===== config.mk =====
export PLATFORM = sky130hd
export DESIGN_NAME = scsc_ctrl
export DESIGN_NICKNAME = d
export VERILOG_FILES = /design/src/scsc_pkg.sv /design/src/scsc_osc_if.sv /design/src/scsc_osc.sv /design/src/scsc_ctrl.sv
export VERILOG_INCLUDE_DIRS = /design/src
export SDC_FILE = /design/constraint.sdc
export NUM_CORES = 1
export LEC_CHECK = 0
export BUFFER_PORTS_ARGS = -buffer_cell sky130_fd_sc_hd__buf_4
export CAP_MARGIN = 20
export CORE_MARGIN = 5
export CORE_UTILIZATION = 43
export DETAILED_ROUTE_END_ITERATION = 6
export PLACE_DENSITY_LB_ADDON = 0.2
export SLEW_MARGIN = 20
export SYNTH_ARGS = -nofsm -noshare
export SYNTH_HDL_FRONTEND = slang
export SYNTH_SLANG_ARGS = --single-unit

===== constraint.sdc =====
create_clock -name mclk -period 3.8 [get_ports mclk]
set_input_delay 0 -clock mclk [delete_from_list [all_inputs] [get_ports mclk]]
set_output_delay 0 -clock mclk [all_outputs]
set_load 0.02 [all_outputs]

===== src/scsc_map.svh =====
// Register offsets, field positions, reset values and timing counts
`ifndef SCSC_MAP_SVH
`define SCSC_MAP_SVH
`define SCSC_PSC_ADDR      16'hF000
`define SCSC_CCS_ADDR      16'hF009
`define SCSC_PSC_RESET     8'h01
`define SCSC_CCS_RESET     8'h00
`define SCSC_BIT_PIN_WAKE  0
`define SCSC_BIT_WDT_WAKE  1
`define SCSC_BIT_SLEEP     2
`define SCSC_BIT_FAST_KEEP 3
`define SCSC_BIT_RST_WAKE  7
`define SCSC_SEL_DIV4      3'h0
`define SCSC_SEL_DIV2      3'h4
`define SCSC_FAST_HZ       28000000
`define SCSC_SLOW_HZ       32000
`define SCSC_MCLK_HZ       10000000
`define SCSC_POR_CYCLES    8
`define SCSC_RSTVEC        16'h0000
`endif


===== src/scsc_pkg.sv =====
// Types for the system clock and sleep controller
package scsc_pkg;
    typedef enum logic [1:0] {
        SCSC_RUN    = 2'b00,
        SCSC_SLEEP  = 2'b01,
        SCSC_WAKE   = 2'b10,
        SCSC_RESET  = 2'b11
    } scsc_state_e;
    typedef logic [7:0] scsc_byte_t;
endpackage : scsc_pkg


===== src/scsc_osc_if.sv =====
// Oscillator enable and tick carrier between controller and oscillator model
interface scsc_osc_if;
    logic fast_run;
    logic fast_tick;
    logic slow_tick;
    modport ctrl (output fast_run, input fast_tick, input slow_tick);
    modport osc  (input fast_run, output fast_tick, output slow_tick);
endinterface : scsc_osc_if


===== src/scsc_osc.sv =====
// Fast and slow RC oscillator tick generators derived from mclk
`include "scsc_map.svh"
module scsc_osc #(
    parameter int FAST_HZ = `SCSC_FAST_HZ,
    parameter int SLOW_HZ = `SCSC_SLOW_HZ,
    parameter int MCLK_HZ = `SCSC_MCLK_HZ
) (
    // Clock and reset
    input  wire logic  mclk,
    input  wire logic  reset,
    // Oscillator side
    scsc_osc_if.osc    osc
);
    // Fast rate lies above mclk, so each mclk while running is one tick;
    // the slow rate is a plain divider of mclk
    localparam int SLOW_DIV = MCLK_HZ / SLOW_HZ;
    if (SLOW_DIV < 2 || SLOW_DIV > 65536 ||
        FAST_HZ < MCLK_HZ) begin : g_bad_rate
        $error("scsc_osc: unsupported oscillator rates");
    end
    logic [15:0] slow_cnt;
    always_ff @(posedge mclk) begin
        if (reset) begin
            osc.fast_tick <= 1'b0;
        end else begin
            osc.fast_tick <= osc.fast_run;
        end
    end
    // Slow oscillator runs from power-up regardless of software
    always_ff @(posedge mclk) begin
        if (reset) begin
            slow_cnt      <= 16'h0;
            osc.slow_tick <= 1'b0;
        end else if (slow_cnt == 16'(SLOW_DIV - 1)) begin
            slow_cnt      <= 16'h0;
            osc.slow_tick <= 1'b1;
        end else begin
            slow_cnt      <= slow_cnt + 16'h1;
            osc.slow_tick <= 1'b0;
        end
    end
endmodule : scsc_osc


===== src/scsc_ctrl.sv =====
// System clock, sleep and reset controller top
`include "scsc_map.svh"
// Functional notes
// - Fast oscillator fixed, clocks flash directly and sources the core clock.
// - Slow oscillator fixed, clocks the watchdog.
// - Both oscillators run from power-up without software action.
// - Select code 000 gives fast/4, 100 gives fast/2, others reserved.
// - Core instruction enable is one per two core clock periods.
// - In sleep only slow oscillator (fast one if kept), watchdog and wake pins run; core halted.
// - Writing one to bit 2 of power control enters sleep.
// - Bit 3 keeps fast oscillator running in sleep; zero stops it.
// - Bit 1 lets watchdog overflow wake from sleep.
// - Bit 0 lets a wake pin event wake from sleep; resets to one.
// - Reset-on-wake zero resumes; one resets and fetches from zero.
// - Reset comes from power-on, watchdog overflow or reset-on-wake; no pin.
// - Power-on reset restores all registers, flash untouched.
// - Watchdog reset keeps RAM, registers and flash.
module scsc_ctrl
    import scsc_pkg::*;
#(
    parameter int POR_CYCLES = `SCSC_POR_CYCLES
) (
    // Clock and power-on reset
    input  wire logic             mclk,
    input  wire logic             reset,
    // External data space register access
    input  wire logic [15:0]      xaddr,
    input  wire logic             xwr,
    input  wire logic             xrd,
    input  wire scsc_pkg::scsc_byte_t xwdata,
    output logic [7:0]            xrdata,
    // Wake and watchdog events
    input  wire logic             wake_pin_event,
    input  wire logic             wdt_overflow,
    // Clock enables
    output logic                  flash_clk_en,
    output logic                  core_clk_en,
    output logic                  instr_clk_en,
    output logic                  wdt_clk_en,
    output logic                  fast_osc_on,
    // Core control
    output logic                  core_halt,
    output logic                  core_reset,
    output logic                  por_reset,
    output logic [15:0]           pc_reset_vector
);
    import scsc_pkg::*;
    // Counter is eight bits wide, so longer reset sequences are refused
    if (POR_CYCLES < 1 || POR_CYCLES > 255) begin : g_bad_por
        $error("scsc_ctrl: POR_CYCLES out of range");
    end

    // Reset images, sliced per field below
    localparam scsc_byte_t PSC_RST = `SCSC_PSC_RESET;
    localparam scsc_byte_t CCS_RST = `SCSC_CCS_RESET;

    // ========================================
    // Helper functions
    // Register decode is shared by the write and read paths
    function automatic logic reg_hit(input logic [15:0] addr,
                                     input logic [15:0] base);
        return addr == base;
    endfunction : reg_hit

    // Only the half-rate code selects fast/2; reserved codes run at fast/4
    function automatic logic div_is_half(input logic [2:0] sel);
        return sel == `SCSC_SEL_DIV2;
    endfunction : div_is_half

    // Read image of power control; the sleep entry bit always reads zero
    function automatic scsc_byte_t psc_image(input logic rst_wake,
                                             input logic keep_fast,
                                             input logic wdt_wake,
                                             input logic pin_wake);
        scsc_byte_t img;
        img                      = 8'h00;
        img[`SCSC_BIT_RST_WAKE]  = rst_wake;
        img[`SCSC_BIT_FAST_KEEP] = keep_fast;
        img[`SCSC_BIT_WDT_WAKE]  = wdt_wake;
        img[`SCSC_BIT_PIN_WAKE]  = pin_wake;
        return img;
    endfunction : psc_image

    // ========================================
    // Oscillators
    scsc_osc_if osc_bus ();
    scsc_osc u_osc (
        .mclk  (mclk),
        .reset (reset),
        .osc   (osc_bus.osc)
    );

    // ========================================
    // Wake pin synchroniser, three stages
    logic [2:0]  pin_sync;
    logic        pin_level;
    always_ff @(posedge mclk) begin
        if (reset) begin
            pin_sync  <= 3'h0;
            pin_level <= 1'b0;
        end else begin
            pin_sync  <= {pin_sync[1:0], wake_pin_event};
            if (pin_sync[1] == pin_sync[2]) begin
                pin_level <= pin_sync[2];
            end
        end
    end
    logic pin_level_d;
    always_ff @(posedge mclk) begin
        if (reset) begin
            pin_level_d <= 1'b0;
        end else begin
            pin_level_d <= pin_level;
        end
    end
    logic pin_rise;
    assign pin_rise = pin_level & ~pin_level_d;

    // ========================================
    // Registers
    logic       wake_by_pin;
    logic       wake_by_watchdog;
    logic       fast_osc_keep_in_sleep;
    logic       reset_on_wake;
    logic [2:0] core_clk_div_sel;
    logic       sleep_req;
    logic       psc_hit;
    logic       ccs_hit;
    scsc_state_e state;
    logic [7:0] por_cnt;
    assign psc_hit = reg_hit(xaddr, `SCSC_PSC_ADDR);
    assign ccs_hit = reg_hit(xaddr, `SCSC_CCS_ADDR);

    // Power-on reset restores values; watchdog reset leaves them
    always_ff @(posedge mclk) begin
        if (reset) begin
            wake_by_pin            <= PSC_RST[`SCSC_BIT_PIN_WAKE];
            wake_by_watchdog       <= PSC_RST[`SCSC_BIT_WDT_WAKE];
            fast_osc_keep_in_sleep <= PSC_RST[`SCSC_BIT_FAST_KEEP];
            reset_on_wake          <= PSC_RST[`SCSC_BIT_RST_WAKE];
        end else if (xwr && psc_hit && state == SCSC_RUN) begin
            wake_by_pin            <= xwdata[`SCSC_BIT_PIN_WAKE];
            wake_by_watchdog       <= xwdata[`SCSC_BIT_WDT_WAKE];
            fast_osc_keep_in_sleep <= xwdata[`SCSC_BIT_FAST_KEEP];
            reset_on_wake          <= xwdata[`SCSC_BIT_RST_WAKE];
        end
    end
    always_ff @(posedge mclk) begin
        if (reset) begin
            core_clk_div_sel <= CCS_RST[2:0];
        end else if (xwr && ccs_hit && state == SCSC_RUN) begin
            core_clk_div_sel <= xwdata[2:0];
        end
    end
    // Sleep entry bit is write-only and never stored
    assign sleep_req = xwr && psc_hit && xwdata[`SCSC_BIT_SLEEP];

    always_ff @(posedge mclk) begin
        if (reset) begin
            xrdata <= 8'h00;
        end else if (xrd && psc_hit) begin
            xrdata <= psc_image(reset_on_wake, fast_osc_keep_in_sleep,
                                wake_by_watchdog, wake_by_pin);
        end else if (xrd && ccs_hit) begin
            xrdata <= {5'h00, core_clk_div_sel};
        end else begin
            xrdata <= 8'h00;
        end
    end

    // ========================================
    // Sleep and reset sequencing
    logic wake_ok;
    logic wdt_rst;
    // Overflow wakes only when enabled; pin event likewise
    assign wake_ok = (wdt_overflow && wake_by_watchdog) ||
                     (pin_rise && wake_by_pin);
    // Overflow in run state resets; reset-on-wake is the other non-power reset source
    assign wdt_rst = wdt_overflow && state == SCSC_RUN;

    // Watchdog reset wins over a sleep write in the same cycle
    scsc_state_e next_state;
    always_comb begin
        next_state = state;
        case (state)
            SCSC_RUN: begin
                if (wdt_rst) begin
                    next_state = SCSC_RESET;
                end else if (sleep_req) begin
                    next_state = SCSC_SLEEP;
                end
            end
            SCSC_SLEEP: begin
                if (wake_ok) begin
                    next_state = SCSC_WAKE;
                end
            end
            SCSC_WAKE: begin
                // Clock restarted one cycle before release
                next_state = reset_on_wake ? SCSC_RESET : SCSC_RUN;
            end
            SCSC_RESET: begin
                if (por_cnt == 8'h00) begin
                    next_state = SCSC_RUN;
                end
            end
            default: next_state = SCSC_RESET;
        endcase
    end
    always_ff @(posedge mclk) begin
        if (reset) begin
            state <= SCSC_RESET;
        end else begin
            state <= next_state;
        end
    end

    always_ff @(posedge mclk) begin
        if (reset) begin
            por_cnt <= 8'(POR_CYCLES - 1);
        end else if (state != SCSC_RESET) begin
            por_cnt <= 8'(POR_CYCLES - 1);
        end else if (por_cnt != 8'h00) begin
            por_cnt <= por_cnt - 8'h1;
        end
    end

    // ========================================
    // Clock generation
    logic       fast_run;
    logic [1:0] div_cnt;
    logic       core_tick;
    logic       instr_phase;
    // Fast oscillator always on, stopped in sleep unless kept
    assign fast_run = !(state == SCSC_SLEEP && !fast_osc_keep_in_sleep);
    assign osc_bus.fast_run = fast_run;

    always_ff @(posedge mclk) begin
        if (reset) begin
            div_cnt <= 2'h0;
        end else if (state == SCSC_SLEEP) begin
            div_cnt <= 2'h0;
        end else if (osc_bus.fast_tick) begin
            div_cnt <= div_cnt + 2'h1;
        end
    end
    // Reserved codes fall back to fast/4 so the core never loses its clock
    always_comb begin
        if (div_is_half(core_clk_div_sel)) begin
            core_tick = osc_bus.fast_tick && div_cnt[0];
        end else begin
            core_tick = osc_bus.fast_tick && div_cnt == 2'h3;
        end
    end

    always_ff @(posedge mclk) begin
        if (reset) begin
            instr_phase <= 1'b0;
        end else if (state != SCSC_RUN) begin
            instr_phase <= 1'b0;
        end else if (core_tick) begin
            instr_phase <= ~instr_phase;
        end
    end

    // ========================================
    // Outputs
    // Flash idles in sleep even when the fast oscillator is kept running
    always_ff @(posedge mclk) begin
        if (reset) begin
            flash_clk_en <= 1'b0;
            wdt_clk_en   <= 1'b0;
            fast_osc_on  <= 1'b1;
        end else begin
            flash_clk_en <= osc_bus.fast_tick &&
                            state != SCSC_SLEEP;
            wdt_clk_en   <= osc_bus.slow_tick;
            fast_osc_on  <= fast_run;
        end
    end
    // Core and instruction enables only while running
    always_ff @(posedge mclk) begin
        if (reset) begin
            core_clk_en  <= 1'b0;
            instr_clk_en <= 1'b0;
        end else begin
            core_clk_en  <= core_tick && state == SCSC_RUN;
            instr_clk_en <= core_tick && instr_phase &&
                            state == SCSC_RUN;
        end
    end
    // Power-on flag follows the reset input only, never the watchdog
    always_ff @(posedge mclk) begin
        if (reset) begin
            core_halt       <= 1'b1;
            core_reset      <= 1'b1;
            por_reset       <= 1'b1;
            pc_reset_vector <= `SCSC_RSTVEC;
        end else begin
            core_halt       <= state != SCSC_RUN;
            core_reset      <= state == SCSC_RESET;
            por_reset       <= 1'b0;
            pc_reset_vector <= `SCSC_RSTVEC;
        end
    end
endmodule : scsc_ctrl


After elaboration in Yosys (flattened, before gate mapping)

Cells that the tools add are included.

Divide/modulo/power cells: 0
Bitwise gates (word level): 4
Shift operators: 0
Equal/unequal tests: 14
$lt $le $gt $ge: 0
$add $sub $neg: 3
Multipliers: 0
Multiplexer cells: 11
Reduce and logical (&&, ||, !) cells: 31

Operator list:

| cell                                                 | count |
|---|---|
| equality test 16 bit, second input constant          | 2 |
| logical AND 1 bit                                    | 17 |
| adder 16 x 1 -> 16 bit, second input constant        | 1 |
| equality test 16 x 9 -> 1 bit, second input constant | 1 |
| two-way mux 2 bit                                    | 5 |
| OR reduction 2 bit                                   | 5 |
| zero test 8 bit                                      | 1 |
| two-way mux 8 bit                                    | 1 |
| case mux 2 bit (4 select lines)                      | 1 |
| nonzero test 8 bit                                   | 1 |
| subtractor 8 x 1 -> 8 bit, second input constant     | 1 |
| equality test 2 bit, second input constant           | 3 |
| != test 2 bit, second input constant                 | 3 |
| equality test 3 bit, second input constant           | 1 |
| two-way mux 1 bit                                    | 3 |
| two-way mux 3 bit                                    | 1 |
| != test 3 bit, second input constant                 | 1 |
| inverter 1 bit                                       | 3 |
| AND reduction 3 bit                                  | 1 |
| OR reduction 3 bit                                   | 1 |
| adder 2 x 1 -> 2 bit, second input constant          | 1 |
| equality test 2 x 1 -> 1 bit, second input constant  | 1 |
| zero test 1 bit                                      | 2 |
| zero test 2 bit                                      | 1 |
| 5 further kinds                                      | 5 |

Output and inout bits: 32
Latch bits: 0
RAM bits: 0
Memory bits (read-only): 0
Logic and storage cells: 89
Bits of input ports: 30
Bits in registers: 59
Memories: 0

Longest topological paths before layout

Depth in word-level cells: 6
Gate-level depth with buffers: 6
Depth with buffers taken out: 6

Cells and area by module

Synthesis repeated with hierarchy kept, for this count alone.

Cells, all modules: 269
Area total of the unflattened synthesis: 2,483.6 um^2

Modules (own cells, without submodules):

| module    | cells each | area an instance (um^2) | seq. area each (um^2) | times used |
|---|---|---|---|---|
| scsc_ctrl | 182        | 1,664.1                 | 760.7                 | 1 |
| scsc_osc  | 87         | 819.5                   | 360.3                 | 1 |

Least setup slack after synthesis

Ideal clock, no wire load.

Kind: flip-flop to flip-flop
Start: register por_cnt[2]
End: register state[0]
Library setup time: 0.120 ns
Stages on the path, launching flop included: 5
Setup slack: 2.068 ns
Required time: 3.680 ns
Period minus slack after synthesis: 1.732 ns
Path buffers: 0
Data arrival time: 1.613 ns
Cells stage by stage: dfxtp_1 -> or4_4 -> nor4b_4 -> o21ai_2 -> a211o_1

Longest elaborated chain between the ends: 3

Ends and longest elaborated chain:

| element                       | line             | source |
|---|---|---|
| start, declared               | scsc_ctrl.sv:130 | `logic [7:0] por_cnt;` |
| start signal, assigned        | scsc_ctrl.sv:220 | `por_cnt <= 8'(POR_CYCLES - 1);` |
| start signal, assigned        | scsc_ctrl.sv:222 | `por_cnt <= 8'(POR_CYCLES - 1);` |
| start signal, assigned        | scsc_ctrl.sv:224 | `por_cnt <= por_cnt - 8'h1;` |
| zero test 8 bit               | scsc_ctrl.sv:203 | `if (por_cnt == 8'h00) begin` |
| != test 2 bit (no line)       | n/a              |  |
| AND reduction 3 bit (no line) | n/a              |  |
| end signal, assigned          | scsc_ctrl.sv:214 | `state <= next_state;` |
| end, declared                 | scsc_ctrl.sv:129 | `scsc_state_e state;` |

No other way between the ends.
A chain may end at the register's enable or synchronous reset.

Worst setup path after layout

Start: register por_cnt[2]
End: register por_cnt[1]

Longest elaborated chain between the ends: 1

Ends and longest elaborated chain:

| element            | line             | source |
|---|---|---|
| nonzero test 8 bit | scsc_ctrl.sv:223 | `end else if (por_cnt != 8'h00) begin` |

No other way between the ends.

==> results.sh <==
export IMPL_cts_sink_count=56
export IMPL_die_area_um2=7210
export IMPL_drtIter0Drc=59
export IMPL_hold_end="xrdata[2]$_SDFF_PP0_"
export IMPL_crit_cells=4
export IMPL_leakage_nw=1.12
export IMPL_worst_skew_pair_late_latency_ps=300
export IMPL_synth_area_leaders="dfxtp_1 (46%), buf_4 (5.9%), xnor2_1 (5.1%)"
export IMPL_required_ps=4050
export IMPL_area_growth_pct=19.3
export IMPL_max_freq_mhz=542
export IMPL_core_um2=5470
export IMPL_clk_pin_slew_worst_paths_ps=100
export IMPL_final_nets=347
export IMPL_setup_viol=0
export IMPL_place_area_um2=2700
export IMPL_numCtsBuffers=5
export IMPL_status="completed"
export IMPL_p_comb_share_pct=15.5
export IMPL_maxCapViolCount=0
export IMPL_pwr_share_seq_pct=56.4
export IMPL_skew_ps=7.85
export IMPL_synth_area_um2=2410
export IMPL_portBuffers=39
export IMPL_synth_edf_count=0
export IMPL_chipWidth_um=84.9
export IMPL_rr_worst_depth=4
export IMPL_peakVddDrop_uv=193
export IMPL_grt_pass1_vias=1821
export IMPL_antenna_found_initial=0
export IMPL_clkPwrFrac_pct=28.1
export IMPL_cts_tree="built"
export IMPL_critPathKind="reg -> reg"
export IMPL_min_from="xaddr[11]"
export IMPL_drc=0
export IMPL_via_per_inst=4.79
export IMPL_grt_pass1_wl_mm=8.05
export IMPL_diodes=0
export IMPL_maxSlewHeadroom_pct=58.8
export IMPL_r2r_slack_ps=1950
export IMPL_crit_path_end_kind="flip-flop"
export IMPL_ios=62
export IMPL_ant_nets=0
export IMPL_critPathSlowestCell="or4_4"
export IMPL_switching_share_pct=26.8
export IMPL_fin_setup_tns_ps=0
export IMPL_p_int_uw=855
export IMPL_grt_overflow=0
export IMPL_cts_max_level=2
export IMPL_critPathTopFamily="simple AND/OR/NAND/NOR gates"
export IMPL_routed_wl_mm=4.62
export IMPL_cp_cell_sequence="or4_4, nor4b_4, mux2_1, nand2_1"
export IMPL_crit_arrival_ps=2100
export IMPL_synth_cell_types=37
export IMPL_ys_seq_area_share_pct=46.4
export IMPL_ctsLongestPathBuffers=2
export IMPL_postSynthAreaPerCell_um2=9.08
export IMPL_finalInstanceArea_um2=2880
export IMPL_yosysMostFrequentCell="dfxtp_1"
export IMPL_holdCritPathClass="in -> reg"
export IMPL_p_per_area_nw_per_um2=406
export IMPL_dieHeight_um=84.9
export IMPL_maxSlewViolCount=0
export IMPL_synthArstFlopShare_pct=0
export IMPL_start_kind="flip-flop"
export IMPL_row_count=27
export IMPL_hold_violations=0
export IMPL_cp_slowest_stage_delay_ps=580
export IMPL_synthTopCellsByCount="dfxtp_1 (56), nor2_1 (32), buf_4 (19)"
export IMPL_worst_pin_slew_ps=613
export IMPL_r2r_end="por_cnt[1]$_SDFFE_PP1N_"
export IMPL_finalCriticalPeriod_ps=1850
export IMPL_grt_start_max_net_pins=29
export IMPL_start_util_pct=44.1
export IMPL_crit_path_max_fanout=6
export IMPL_netSwitchingPower_uw=314
export IMPL_fin_util_pct=52.6
export IMPL_fin_crit_sh_pct=48.6
export IMPL_cts_root_buf="clkbuf_8"
export IMPL_rsz0062_at_grt="false"
export IMPL_synth_top_cell_area_share_pct=46.4
export IMPL_ys_warn_count=0
export IMPL_min_path_cells=4
export IMPL_first_pass_iters=4
export IMPL_gp_congestion=0.780
export IMPL_cp_num_buf_inv=0
export IMPL_grtUsageTotal_pct=13.4
export IMPL_synthesis_instances=266
export IMPL_num_vias=1850
export IMPL_synth_top_cell_by_area="dfxtp_1"
export IMPL_synth_seq_cells=56
export IMPL_rr_startpoint="por_cnt[2]$_SDFFE_PP1N_"
export IMPL_drive_gt1_share_pct=15.9
export IMPL_ctsResizeCount=0
export IMPL_wl_per_cell_um=12.0
export IMPL_dp_hpwl_mm=3.33
export IMPL_ys_flop_type="dfxtp_1"
==> metrics by stage <==
step	setup WS [ps]	std cells	total power, mW	hold WS [ps]
floorplan	2070	284	0.805	27.7
global placement	1970	369	0.842	211
CTS	1930	386	1.19	84.0
global route	1660	386	1.24	118
detailed placement	1950	369	0.849	217
finish	1950	386	1.17	84.3
==> worst reg2reg max path, cell delays in order (launching register included) <==
cell,delay (ps)
dfxtp_1,360
or4_4,580
nor4b_4,440
mux2_1,360
nand2_1,60
==> flip-flops by register name, summed over array words and instances (netlist names), 2 cells and up <==
register and cells:
core_clk_div_sel 3, div_cnt 2, pin_sync 3, por_cnt 8, state 2, u_osc.slow_cnt 16
xrdata 5
==> how the worst max path moves through the flow <==
stage,startpoint,endpoint,slack [ps]
3_5_place_dp,por_cnt[2]$_SDFFE_PP1N_,por_cnt[4]$_SDFFE_PP0N_,1950
2_1_floorplan,por_cnt[2]$_SDFFE_PP1N_,state[0]$_SDFFE_PP1P_,2070
5_1_grt,u_osc.slow_cnt[0]$_SDFF_PP0_,u_osc.slow_cnt[10]$_SDFF_PP0_,1660
4_1_cts,por_cnt[2]$_SDFFE_PP1N_,por_cnt[1]$_SDFFE_PP1N_,1930
3_3_place_gp,por_cnt[2]$_SDFFE_PP1N_,state[0]$_SDFFE_PP1P_,1970
6_report,por_cnt[2]$_SDFFE_PP1N_,por_cnt[1]$_SDFFE_PP1N_,1950
==> cell type report <==
type / count / area (um^2)
repair buffers: 48 / 383
fillers: 514 / 2590
well taps: 72 / 90.1
clock buffers: 7 / 86.3
flip-flops and latches: 56 / 1120
clock inverters: 1 / 7.51
multi-input cells: 195 / 1170
inverters: 7 / 26.3
==> metal layers <==
| layer | wire length, um | track usage [%] |
|---|---|---|
| met5 | 0 | 0 |
| met4 | 63 | 4.75 |
| met3 | 284 | 4.08 |
| met2 | 2070 | 21.8 |
| met1 | 2210 | 16.8 |
==> layout by cell type, fill, tap and decap left out, drive strengths merged, types with 3 or more instances in the layout <==
master | synthesis | routed
nor3 | 6 | 6
or3 | 6 | 6
ha | 4 | 4
nand3 | 15 | 15
nand2b | 10 | 10
nor2 | 32 | 32
buf | 19 | 39
xor2 | 5 | 5
nor4 | 9 | 9
and2 | 3 | 3
xnor2 | 14 | 14
clkbuf | 7 | 7
dlygate4sd3 | 0 | 9
o21ai | 9 | 9
dfxtp | 56 | 56
a21oi | 12 | 12
mux2i | 6 | 6
nand2 | 14 | 14
conb | 1 | 19
inv | 7 | 7
nor2b | 6 | 6
or4 | 3 | 3
nand4 | 4 | 4
==> power by group through the flow <==
stage / sequential [mW] / combinational, mW / clock [mW]
after floorplan: 0.663 / 0.142 / 0
after global placement: 0.672 / 0.170 / 0
after detailed placement: 0.673 / 0.176 / 0
after CTS: 0.659 / 0.184 / 0.345
after global routing: 0.664 / 0.207 / 0.369
final: 0.659 / 0.181 / 0.328
==> logic make-up after synthesis <==
logic type / synth area share (%)
AND/OR/NAND/NOR: 26.5
flip-flops: 46.4
buffers and inverters: 8.08
AO/OA/AOI/OAI: 6.94
XOR/XNOR: 6.89
multiplexers: 2.95
adder cells (fa/ha/maj): 2.07
other: 0.155
==> timing repair <==
| action | CTS | global route |
|---|---|---|
| setup buffers | 0 | 0 |
| hold buffers | 9 | 0 |
| endpoints found under the hold margin | 10 | 0 |
No activity file was read; power rests on OpenSTA's default activity.
